## src/logic/instr_exec_map.svh

```systemverilog
// Constants for the move/return instruction execution block
`ifndef INSTR_EXEC_MAP_SVH
`define INSTR_EXEC_MAP_SVH
`define IRQ_ENABLE_BIT   7
`define IRQ_CTRL_RESET   8'h00
`define PTR_RESET        16'h0000
`define BANK_RESET       5'h00
`define OPTION_RESET     8'hff
`define ACC_RESET        8'h00
`define FILE_ADDR_MAX    7'h7f
`define RET_CYCLES       2
`define RESET_HOLD       4
`endif

```

## src/logic/instr_exec_pkg.sv

```systemverilog
// Types for the move/return instruction execution block
package instr_exec_pkg;
   typedef enum logic [3:0] {
      OP_NOP,
      OP_MOVE_FILE,
      OP_MOVE_INDIRECT,
      OP_MOVE_INDIRECT_OFS,
      OP_LOAD_BANK,
      OP_RETURN_IRQ,
      OP_RETURN_LITERAL,
      OP_LOAD_OPTION,
      OP_SOFT_RESET
   } op_t;
   typedef enum logic [1:0] {
      MODE_PRE_INC,
      MODE_PRE_DEC,
      MODE_POST_INC,
      MODE_POST_DEC
   } ptr_mode_t;
   typedef enum {
      ST_EXEC,
      ST_RET_SECOND,
      ST_RESET_HOLD
   } state_t;
endpackage

```

## src/logic/ptr_step_if.sv

```systemverilog
// Carrier between the executor and the pointer update unit
`timescale 1ns/1ns
`default_nettype none
interface ptr_step_if;
   import instr_exec_pkg::*;
   logic [15:0] ptr;
   ptr_mode_t   mode;
   logic        relative;
   logic [5:0]  offset;
   logic [15:0] effAddr;
   logic [15:0] newPtr;
   modport exec (output ptr, mode, relative, offset, input effAddr, newPtr);
   modport unit (input ptr, mode, relative, offset, output effAddr, newPtr);
endinterface
`default_nettype wire

```

## src/logic/ptr_step.sv

```systemverilog
// Effective address and pointer update for indirect moves
`timescale 1ns/1ns
`default_nettype none
module ptr_step (
   ptr_step_if.unit p
);
   import instr_exec_pkg::*;
   logic [15:0] stepped;
   logic [15:0] ofsExt;
   always_comb begin
      // 16-bit arithmetic wraps at both ends
      stepped = p.mode[0] ? p.ptr - 16'h0001 : p.ptr + 16'h0001;     // RULE7
      ofsExt  = {{10{p.offset[5]}}, p.offset};
      if (p.relative) begin
         p.effAddr = p.ptr + ofsExt;                                  // RULE4
         p.newPtr  = p.ptr;                                           // RULE4
      end else begin
         p.effAddr = p.mode[1] ? p.ptr : stepped;                     // RULE3
         p.newPtr  = stepped;                                         // RULE3
      end
   end
endmodule
`default_nettype wire

```

## src/logic/instr_exec.sv

```systemverilog
// Execution of move, indirect move, bank, return, option and reset instructions
// Summary of operation
// (RULE1) Move file register to accumulator or itself
// (RULE2) File move updates zero flag
// (RULE3) Indirect move with pre/post inc/dec pointer
// (RULE4) Relative offset form leaves pointer unchanged
// (RULE5) Indirect window accesses pointer-addressed location
// (RULE6) Pointers hold 16-bit addresses
// (RULE7) Pointer increment and decrement wrap around
// (RULE8) Bank literal loads bank register, flags kept
// (RULE9) Return from irq pops stack, sets enable
// (RULE10) Return literal loads accumulator and pops stack
// (RULE11) Option load copies accumulator, flags kept
// (RULE12) Software reset resets device, clears flag
// (RULE13) Software reset equals hardware reset
// (RULE14) Zero flag set when moved value zero
`timescale 1ns/1ns
`default_nettype none
`include "instr_exec_map.svh"
module instr_exec (
   input  wire logic                core_clk,
   input  wire logic                resetn,
   input  wire logic                instrValid,
   input  wire instr_exec_pkg::op_t opcode,
   input  wire logic [6:0]          fileAddr,
   input  wire logic                destFile,
   input  wire logic                ptrSel,
   input  wire instr_exec_pkg::ptr_mode_t ptrMode,
   input  wire logic [7:0]          literal,
   input  wire logic                toFile,
   input  wire logic [7:0]          fileRdata,
   input  wire logic [7:0]          dataRdata,
   input  wire logic [14:0]         stackTop,
   output logic                     busy,
   output logic                     fileWe,
   output logic [6:0]               fileWaddr,
   output logic [7:0]               fileWdata,
   output logic                     dataWe,
   output logic [15:0]              dataAddr,
   output logic [7:0]               dataWdata,
   output logic [7:0]               acc,
   output logic                     zeroFlag,
   output logic [15:0]              indirectPointer0,
   output logic [15:0]              indirectPointer1,
   output logic [4:0]               bankSelectReg,
   output logic [7:0]               irqControlReg,
   output logic [7:0]               optionReg,
   output logic                     stackPop,
   output logic                     pcLoad,
   output logic [14:0]              pcValue,
   output logic                     softResetFlagN,
   output logic                     deviceResetReq
);
   import instr_exec_pkg::*;

   state_t      state;
   state_t      next_state;
   logic [1:0]  holdCnt;
   logic [1:0]  next_holdCnt;
   logic        next_busy;
   logic        next_fileWe;
   logic [6:0]  next_fileWaddr;
   logic [7:0]  next_fileWdata;
   logic        next_dataWe;
   logic [15:0] next_dataAddr;
   logic [7:0]  next_dataWdata;
   logic [7:0]  next_acc;
   logic        next_zeroFlag;
   logic [15:0] next_ptr0;
   logic [15:0] next_ptr1;
   logic [4:0]  next_bank;
   logic [7:0]  next_irqCtrl;
   logic [7:0]  next_option;
   logic        next_stackPop;
   logic        next_pcLoad;
   logic [14:0] next_pcValue;
   logic        next_softResetFlagN;
   logic        next_deviceResetReq;
   logic [7:0]  moved;

   ptr_step_if step ();
   ptr_step u_ptr_step (
      .p (step.unit)
   );

   always_comb begin
      step.ptr      = ptrSel ? indirectPointer1 : indirectPointer0;  // RULE6
      step.mode     = ptrMode;
      step.relative = (opcode == OP_MOVE_INDIRECT_OFS);
      step.offset   = literal[5:0];
   end

   always_comb begin
      next_state          = state;
      next_holdCnt        = holdCnt;
      next_busy           = 1'b0;
      next_fileWe         = 1'b0;
      next_fileWaddr      = fileWaddr;
      next_fileWdata      = fileWdata;
      next_dataWe         = 1'b0;
      next_dataAddr       = dataAddr;
      next_dataWdata      = dataWdata;
      next_acc            = acc;
      next_zeroFlag       = zeroFlag;
      next_ptr0           = indirectPointer0;
      next_ptr1           = indirectPointer1;
      next_bank           = bankSelectReg;
      next_irqCtrl        = irqControlReg;
      next_option         = optionReg;
      next_stackPop       = 1'b0;
      next_pcLoad         = 1'b0;
      next_pcValue        = pcValue;
      next_softResetFlagN = softResetFlagN;
      next_deviceResetReq = 1'b0;
      moved               = 8'h00;
      unique case (state)
         ST_EXEC: begin
            if (instrValid) begin
               unique case (opcode)
                  OP_MOVE_FILE: begin
                     moved = fileRdata;
                     if (destFile) begin
                        next_fileWe    = 1'b1;                         // RULE1
                        next_fileWaddr = fileAddr;
                        next_fileWdata = moved;
                     end else begin
                        next_acc = moved;                              // RULE1
                     end
                     next_zeroFlag = (moved == 8'h00);                 // RULE2 RULE14
                  end
                  OP_MOVE_INDIRECT, OP_MOVE_INDIRECT_OFS: begin
                     // Window has no storage: go straight to the pointed location
                     next_dataAddr = step.effAddr;                     // RULE5
                     if (toFile) begin
                        moved          = acc;
                        next_dataWe    = 1'b1;
                        next_dataWdata = acc;
                     end else begin
                        moved    = dataRdata;
                        next_acc = dataRdata;
                     end
                     next_zeroFlag = (moved == 8'h00);                 // RULE3 RULE14
                     if (ptrSel)
                        next_ptr1 = step.newPtr;                       // RULE3
                     else
                        next_ptr0 = step.newPtr;
                  end
                  OP_LOAD_BANK: next_bank = literal[4:0];              // RULE8
                  OP_RETURN_IRQ: begin
                     next_stackPop           = 1'b1;                   // RULE9
                     next_pcLoad             = 1'b1;
                     next_pcValue            = stackTop;
                     next_irqCtrl[`IRQ_ENABLE_BIT] = 1'b1;             // RULE9
                     next_busy               = 1'b1;
                     next_state              = ST_RET_SECOND;
                  end
                  OP_RETURN_LITERAL: begin
                     next_acc      = literal;                          // RULE10
                     next_stackPop = 1'b1;
                     next_pcLoad   = 1'b1;
                     next_pcValue  = stackTop;
                     next_busy     = 1'b1;
                     next_state    = ST_RET_SECOND;                    // RULE10
                  end
                  OP_LOAD_OPTION: next_option = acc;                   // RULE11
                  OP_SOFT_RESET: begin
                     next_softResetFlagN = 1'b0;                       // RULE12
                     next_deviceResetReq = 1'b1;
                     next_busy           = 1'b1;
                     next_holdCnt        = 2'(`RESET_HOLD - 1);
                     next_state          = ST_RESET_HOLD;
                  end
                  OP_NOP: ;
                  default: ;
               endcase
            end
         end
         ST_RET_SECOND: next_state = ST_EXEC;                          // RULE9 RULE10
         ST_RESET_HOLD: begin
            // Same register state as a hardware reset; cause flag survives
            next_busy           = 1'b1;
            next_deviceResetReq = 1'b1;
            next_acc            = `ACC_RESET;                          // RULE13
            next_zeroFlag       = 1'b0;
            next_ptr0           = `PTR_RESET;
            next_ptr1           = `PTR_RESET;
            next_bank           = `BANK_RESET;
            next_irqCtrl        = `IRQ_CTRL_RESET;
            next_option         = `OPTION_RESET;
            next_pcLoad         = 1'b1;
            next_pcValue        = 15'h0000;
            next_holdCnt        = holdCnt - 2'd1;
            if (holdCnt == 2'd0) begin
               next_busy           = 1'b0;
               next_deviceResetReq = 1'b0;
               next_pcLoad         = 1'b0;
               next_state          = ST_EXEC;
            end
         end
      endcase
   end

   always_ff @(posedge core_clk or negedge resetn) begin
      if (!resetn) begin
         state            <= ST_EXEC;
         holdCnt          <= 2'd0;
         busy             <= 1'b0;
         fileWe           <= 1'b0;
         fileWaddr        <= 7'h00;
         fileWdata        <= 8'h00;
         dataWe           <= 1'b0;
         dataAddr         <= 16'h0000;
         dataWdata        <= 8'h00;
         acc              <= `ACC_RESET;
         zeroFlag         <= 1'b0;
         indirectPointer0 <= `PTR_RESET;
         indirectPointer1 <= `PTR_RESET;
         bankSelectReg    <= `BANK_RESET;
         irqControlReg    <= `IRQ_CTRL_RESET;
         optionReg        <= `OPTION_RESET;
         stackPop         <= 1'b0;
         pcLoad           <= 1'b0;
         pcValue          <= 15'h0000;
         softResetFlagN   <= 1'b1;
         deviceResetReq   <= 1'b0;
      end else begin
         state            <= next_state;
         holdCnt          <= next_holdCnt;
         busy             <= next_busy;
         fileWe           <= next_fileWe;
         fileWaddr        <= next_fileWaddr;
         fileWdata        <= next_fileWdata;
         dataWe           <= next_dataWe;
         dataAddr         <= next_dataAddr;
         dataWdata        <= next_dataWdata;
         acc              <= next_acc;
         zeroFlag         <= next_zeroFlag;
         indirectPointer0 <= next_ptr0;
         indirectPointer1 <= next_ptr1;
         bankSelectReg    <= next_bank;
         irqControlReg    <= next_irqCtrl;
         optionReg        <= next_option;
         stackPop         <= next_stackPop;
         pcLoad           <= next_pcLoad;
         pcValue          <= next_pcValue;
         softResetFlagN   <= next_softResetFlagN;
         deviceResetReq   <= next_deviceResetReq;
      end
   end
endmodule
`default_nettype wire

```

## config.mk

```make
export PLATFORM = sky130hd
export DESIGN_NAME = instr_exec
export DESIGN_NICKNAME = d
export VERILOG_FILES = /design/src/logic/instr_exec_pkg.sv /design/src/logic/ptr_step_if.sv /design/src/logic/ptr_step.sv /design/src/logic/instr_exec.sv
export VERILOG_INCLUDE_DIRS = /design/src /design/src/logic
export SDC_FILE = /design/constraint.sdc
export NUM_CORES = 1
export LEC_CHECK = 0
export ABC_AREA = 1
export BUFFER_PORTS_ARGS = -buffer_cell sky130_fd_sc_hd__buf_2
export CORE_UTILIZATION = 25
export CTS_CLUSTER_DIAMETER = 120
export CTS_CLUSTER_SIZE = 40
export DETAILED_ROUTE_END_ITERATION = 10
export GPL_TIMING_DRIVEN = 0
export SLEW_MARGIN = 20
export SYNTH_ARGS = -nofsm -noshare
export SYNTH_HDL_FRONTEND = slang
export SYNTH_SLANG_ARGS = --single-unit
export TNS_END_PERCENT = 100
```

## constraint.sdc

```tcl
create_clock -name core_clk -period 2.85 [get_ports core_clk]
set_clock_uncertainty 0.1 [all_clocks]
set_input_delay 0.4275 -clock core_clk [delete_from_list [all_inputs] [get_ports core_clk]]
set_output_delay 0.4275 -clock core_clk [all_outputs]
set_load 0.03 [all_outputs]
```

## After elaboration in Yosys (flattened, before gate mapping)

Cells that the tools add are included.

- $add $sub $neg: 4
- Multipliers: 0
- Div/mod/pow operators: 0
- $lt $le $gt $ge: 0
- Equality and inequality tests: 24
- Shift-type cells: 0
- Mux-type cells: 62
- Bitwise operators: 0
- Reduce and logical (&&, ||, !) cells: 22

Operators with widths:

| kind | count |
|---|---|
| $mux 16 | 11 |
| $pmux 32 s3 | 1 |
| $mux 32 | 2 |
| $mux 8 | 8 |
| $pmux 16 s2 | 2 |
| $pmux 32 s2 | 1 |
| $eq 32x1->1 const B | 1 |
| $eq 32x2->1 const B | 1 |
| $logic_not 32->1 | 1 |
| $pmux 8 s2 | 2 |
| $mux 15 | 2 |
| $pmux 15 s2 | 1 |
| $reduce_and 3->1 | 9 |
| $pmux 8 s3 | 1 |
| $reduce_and 4->1 | 5 |
| $mux 1 | 19 |
| $add 16x1->16 const B | 1 |
| $add 16x16->16 | 1 |
| $eq 4x3->1 const B | 4 |
| $logic_not 8->1 | 2 |
| $sub 16x1->16 const B | 1 |
| $pmux 1 s2 | 6 |
| $mux 5 | 2 |
| $ne 2x1->1 const B | 5 |
| other kinds (16) | 23 |

- Register bits after elaboration: 150
- Latch bits: 0
- RAM bits: 0
- Memory bits (read-only): 0
- Output and inout bits: 123
- Word-level logic and storage cells: 133
- Memories kept: 0

## Longest topological paths before layout

- Word-level depth: 9
- Gate-level depth with buffers: 19
- Mapped depth without buffers: 19

## Hierarchy

Synthesis repeated with hierarchy kept, for this count alone.

- Cells, all modules: 1143
- Area, all modules: 7891.3 um^2

By module, submodules not included:

| module | times used | cells an instance | area each (um^2) |
|---|---|---|---|
| instr_exec | 1 | 706 | 5686.7 |
| ptr_step | 1 | 437 | 2204.6 |

## Worst setup path before layout

OpenSTA, ideal clock, no wires.

- Kind: input port to flip-flop
- Start: in ptrSel
- End: reg indirectPointer0[6]
- Setup time: 0.131 ns
- Data arrival time: 2.393 ns
- Data required time: 2.619 ns
- Path slack: 0.226 ns
- Cell stages on the path: 12
- Buffers on the path: 2
- Cell sequence: buf_4 -> clkbuf_1 -> o21ai_0 -> inv_1 -> fa_1 -> nand3_1 -> nand2_1 -> nand2_1 -> nand2_1 -> xor2_1 -> o21ai_0 -> o21ai_0

- Cells in the longest elaborated chain, start to end: 8
- Elaborated cells between the ends (all ways): 11

Ends and longest elaborated chain:

| what | RTL line | source |
|---|---|---|
| start: declaration | instr_exec.sv:27 | `input wire logic ptrSel,` |
| $mux 16 | instr_exec.sv:87 | `step.ptr = ptrSel ? indirectPointer1 : indirectPointer0;` |
| $add 16x1->16 or $sub 16x1->16 (tied branches) | ptr_step.sv:12 | `stepped = p.mode[0] ? p.ptr - 16'h0001 : p.ptr + 16'h0001;` |
| $mux 16 | ptr_step.sv:12 |  |
| $mux 16 | ptr_step.sv:14 | `if (p.relative) begin` |
| $mux 16 | instr_exec.sv:143 | `if (ptrSel)` |
| $mux 16 | instr_exec.sv:119 | `unique case (opcode)` |
| $mux 16 | instr_exec.sv:118 | `if (instrValid) begin` |
| $pmux 16 s2 | instr_exec.sv:116 | `unique case (state)` |
| end signal: assignment | instr_exec.sv:216 | `` indirectPointer0 <= `PTR_RESET; `` |
| end signal: assignment | instr_exec.sv:238 | `indirectPointer0 <= next_ptr0;` |
| end: declaration | instr_exec.sv:43 | `output logic [15:0] indirectPointer0,` |

Parallel ways exist; a longest one is shown, timed or not. The select of a mux whose other input is x is not followed.
A chain may end at the register's enable or synchronous reset.

## Worst setup path in the final report

Ends and elaborated chain as after synthesis.

==> summary.md <==
| Metric | Value |
|---|---|
| Clock power share | `21.0%` |
| Hold_ws | `0.127 ns` |
| Row Count | `62` |
| Reg2Reg Setup Slack | `0.24 ns` |
| Worst vdd ir | `0.000466 V` |
| Setup CP Type | `in2reg` |
| Initial antenna violation count | `0` |
| Worst path top cell family by delay | `buffers and inverters` |
| Status | `completed` |
| Setup Buffers After CTS | `0` |
| F_max | `0.380 GHz` |
| Fin crit share | `92.3%` |
| Seq pwr share | `26.7%` |
| Crit path max fanout | `10` |
| CP max-delay cell | `o21ai_0` |
| Yosys reg bits | `120` |
| R2R cell count | `11` |
| Clk root buf | `clkbuf_16` |
| Initial DRC count | `524` |
| Largest net degree at the start of global routing | `75` |
| Worst Path Buf+Inv | `3` |
| Final slew viol count | `0` |
| Sw Ratio | `49.0%` |
| Vias in the first global route | `6,813` |
| Overflow left after global routing | `0` |
| Seq/Total Area, Yosys | `40.7%` |
| Post-Syn Area per Cell | `7.72 um^2` |
| Chip height | `174 um` |
| Number of max-cap violations | `0` |
| EDFF count, synth | `0` |
| Starting Density | `25.6%` |
| Slowest Stage Delay on Critical Path | `0.35 ns` |
| Endpoints failing setup | `0` |
| Hold depth | `3` |
| Critical Path End Type | `flip-flop` |
| Required time of the critical path | `3.04 ns` |
| Clk buf depth | `2` |
| Final hold violation count | `0` |
| CTS tree | `built` |
| Combinational Power Share | `52.3%` |
| Chip width | `174 um` |
| Via/cell ratio | `4.64` |
| Post-detail-place hpwl | `19,200 um` |
| Detailed Route WL | `24,300 um` |
| Power per cell area | `1130 nW/um^2` |
| RSZ-0062 raised after global routing | `no` |
| Cell count after synthesis | `960` |
| Actual slew at the worst max-slew pin | `0.696 ns` |
| Layout cells sized above 1 | `24.9%` |
| Core area | `28,900 um^2` |
| Critical path startpoint category | `input pin` |
| Fin nets | `1,252` |
| Detail Route Antenna Nets | `0` |
| Post-synthesis instance area | `7410 um^2` |
| H-tree depth | `4` |
| First-pass GRT wire length | `38,200 um` |
| Clk Latency, worst-skew pair | `0.42 ns` |
| Reg clk slew, reported paths | `0.07 ns` |
| IO Pins | `181` |
| Slew headroom | `53.6%` |
| CP Depth | `13` |
| Count of cell types in the netlist | `50` |
| Total die area | `30,300 um^2` |
| Post-layout util | `32.6%` |
| CP arrival | `2.82 ns` |
| Tmin final | `2.63 ns` |
| First-pass detailed-route iteration total | `5` |
| ANT cells | `0` |
| Asr flop ratio synth | `100%` |
| Routability congestion estimate from global placement | `0.859` |
| CP most frequent cell | `nand2_1` |
| Leak | `5.06 nW` |
| Sw Pwr | `0.00520 W` |
| Area growth syn-to-layout | `27.2%` |
| DR WL/cell | `15.6 um` |
| DRC Markers | `0` |
| Post-DP Area | `8810 um^2` |
| IO Port Bufs | `173` |
| Sink Count | `120` |
| CP Cell Sequence | `buf_2, inv_1, clkbuf_2, nand2_1, nand2_1, ha_1, a21oi_1, nand2_2, nand2_1, nand2_1, xor2_1, o21ai_0, o21ai_0` |
| Synth warn | `0` |
| Most used DFF post-synth | `dfrtp_1` |
| Total CTS buffers | `17` |
| Vias | `7,230` |
| Total Routing Usage GR | `16.3%` |
| Power Internal | `0.00542 W` |
| Final Instance Area | `9420 um^2` |
| Hold/Removal Path Class | `in2reg` |
-- path summary, 6_finish.rpt --
kind | start | to
worst max-delay path | ptrSel | indirectPointer0[6]$_DFFE_PN0P_
worst min-delay path | stackTop[3] | pcValue[3]$_DFFE_PN0P_
worst max register to register | indirectPointer1[1]$_DFFE_PN0P_ | indirectPointer0[6]$_DFFE_PN0P_
worst min register to register | softResetFlagN$_DFFE_PN1P_ | softResetFlagN$_DFFE_PN1P_
max in group asynchronous | resetn | dataAddr[12]$_DFFE_PN0P_
min in group asynchronous | resetn | dataWdata[6]$_DFFE_PN0P_
-- placed cells by master (no fill, tap or decap), types with 3 or more instances in the layout --
| cell type | count |
|---|---|
| a21o_1 | 3 |
| a21oi_1 | 58 |
| a31oi_1 | 14 |
| buf_1 | 4 |
| buf_2 | 175 |
| buf_4 | 10 |
| buf_6 | 4 |
| clkbuf_1 | 14 |
| clkbuf_16 | 17 |
| clkinv_4 | 5 |
| conb_1 | 7 |
| dfrtp_1 | 111 |
| dfstp_2 | 9 |
| ha_1 | 32 |
| inv_1 | 73 |
| inv_2 | 13 |
| inv_6 | 4 |
| mux2_2 | 6 |
| mux2_4 | 9 |
| nand2_1 | 276 |
| nand2_2 | 5 |
| nand3_1 | 94 |
| nand3b_1 | 5 |
| nand4_1 | 5 |
| nor2_1 | 56 |
| nor2_2 | 5 |
| nor2_4 | 3 |
| nor2_8 | 3 |
| nor3_1 | 5 |
| nor4_1 | 3 |
| o21ai_0 | 75 |
| o21ai_1 | 5 |
| o21ai_2 | 5 |
| o21bai_1 | 5 |
| o22ai_1 | 11 |
| or2_2 | 3 |
| xor2_1 | 11 |
-- stage by stage --
step                      power [W]  setup WS [ns]  instances  TNS (ns)
after global placement      0.00837         -0.469       1523    -49.45
after global routing         0.0114         0.0113       1557         0
after floorplan             0.00674          0.226        966         0
after CTS                    0.0107         0.0441       1557         0
after detailed placement    0.00842         -0.503       1524    -12.18
final                        0.0106          0.219       1557         0
-- metal layers --
| layer | wire (um) | track usage (%) | share of wire, % | vias to the layer above |
|---|---|---|---|---|
| met5 | 0 | 0 | 0 | - |
| met4 | 265 | 4.06 | 1.1 | 0 |
| met3 | 1270 | 3.30 | 5.2 | 18 |
| met2 | 11500 | 27.4 | 47 | 226 |
| met1 | 11300 | 21.1 | 46 | 3392 |
| li1 | - | - | - | 3594 |
-- kinds of logic (layout without fill, tap and decap cells) --
family	after synthesis	count (layout)	synth area share (%)
xor gates and xnor gates	11	11	1.30
muxes	15	15	2.74
adders and majority gates	34	34	5.94
AOI/OAI and AO/OA	187	187	14.0
other	1	7	0.0506
DFF	120	120	40.7
and+or+nand+nor	469	469	28.0
buffers and inverters	123	330	7.35
-- synthesized netlist by cell type, types with 4 or more instances --
library cell | n | share of area (%)
buf_1 | 5 | 0.25
o21ai_0 | 77 | 5.2
o21ai_2 | 4 | 0.47
mux2_2 | 6 | 0.91
o21bai_1 | 5 | 0.51
nand3b_1 | 5 | 0.51
ha_1 | 32 | 5.4
a31oi_1 | 14 | 1.2
o21ai_1 | 4 | 0.27
nor2_2 | 5 | 0.42
xor2_1 | 11 | 1.3
a21oi_1 | 58 | 3.9
nand2_1 | 277 | 14
nand4_1 | 5 | 0.42
inv_1 | 74 | 3.7
dfrtp_1 | 111 | 37
nand2_2 | 4 | 0.34
dfstp_2 | 9 | 3.2
o22ai_1 | 11 | 0.93
mux2_4 | 9 | 1.8
nand3_1 | 94 | 6.4
clkbuf_1 | 14 | 0.71
inv_2 | 12 | 0.61
nor3_1 | 5 | 0.34
nor2_1 | 56 | 2.8
buf_4 | 10 | 1.0
-- power by group through the flow --
stage                     clock [W]  combinational, W  sequential [W]
after floorplan                   0           0.00254         0.00420
after global placement            0           0.00552         0.00285
after detailed placement          0           0.00556         0.00287
after CTS                   0.00227           0.00559         0.00284
after global routing        0.00235           0.00611         0.00293
final                       0.00223           0.00555         0.00283
-- flip-flops by register name (all words and copies together), names as in the netlist, 8 cells and up --
| name | flops |
|---|---|
| optionReg | 8 |
| fileWdata | 8 |
| dataAddr | 16 |
| acc | 8 |
| dataWdata | 8 |
| pcValue | 15 |
| indirectPointer1 | 16 |
| indirectPointer0 | 16 |
-- tightest hold or removal path, stage by stage --
cell,delay [ns]
buf_2,0.07
nand3_1,0.07
nand2_1,0.05
-- timing repair --
item / 4_1_cts / 5_1_grt
hold buffers: 1 / 0
endpoints found under the setup margin: 4 / 28
endpoints found under the hold margin: 39 / 0
resized for setup: 1 / 7
-- cell type report --
cell class,instances,area (um^2)
buffer,36,218
clock buffer,18,429
clock inverter,14,165
fill,3080,19500
inverter,87,329
multi-input combinational,723,3880
sequential,120,3010
tap,384,480
timing repair buffer,175,910
No activity file was read; power rests on OpenSTA's default activity.
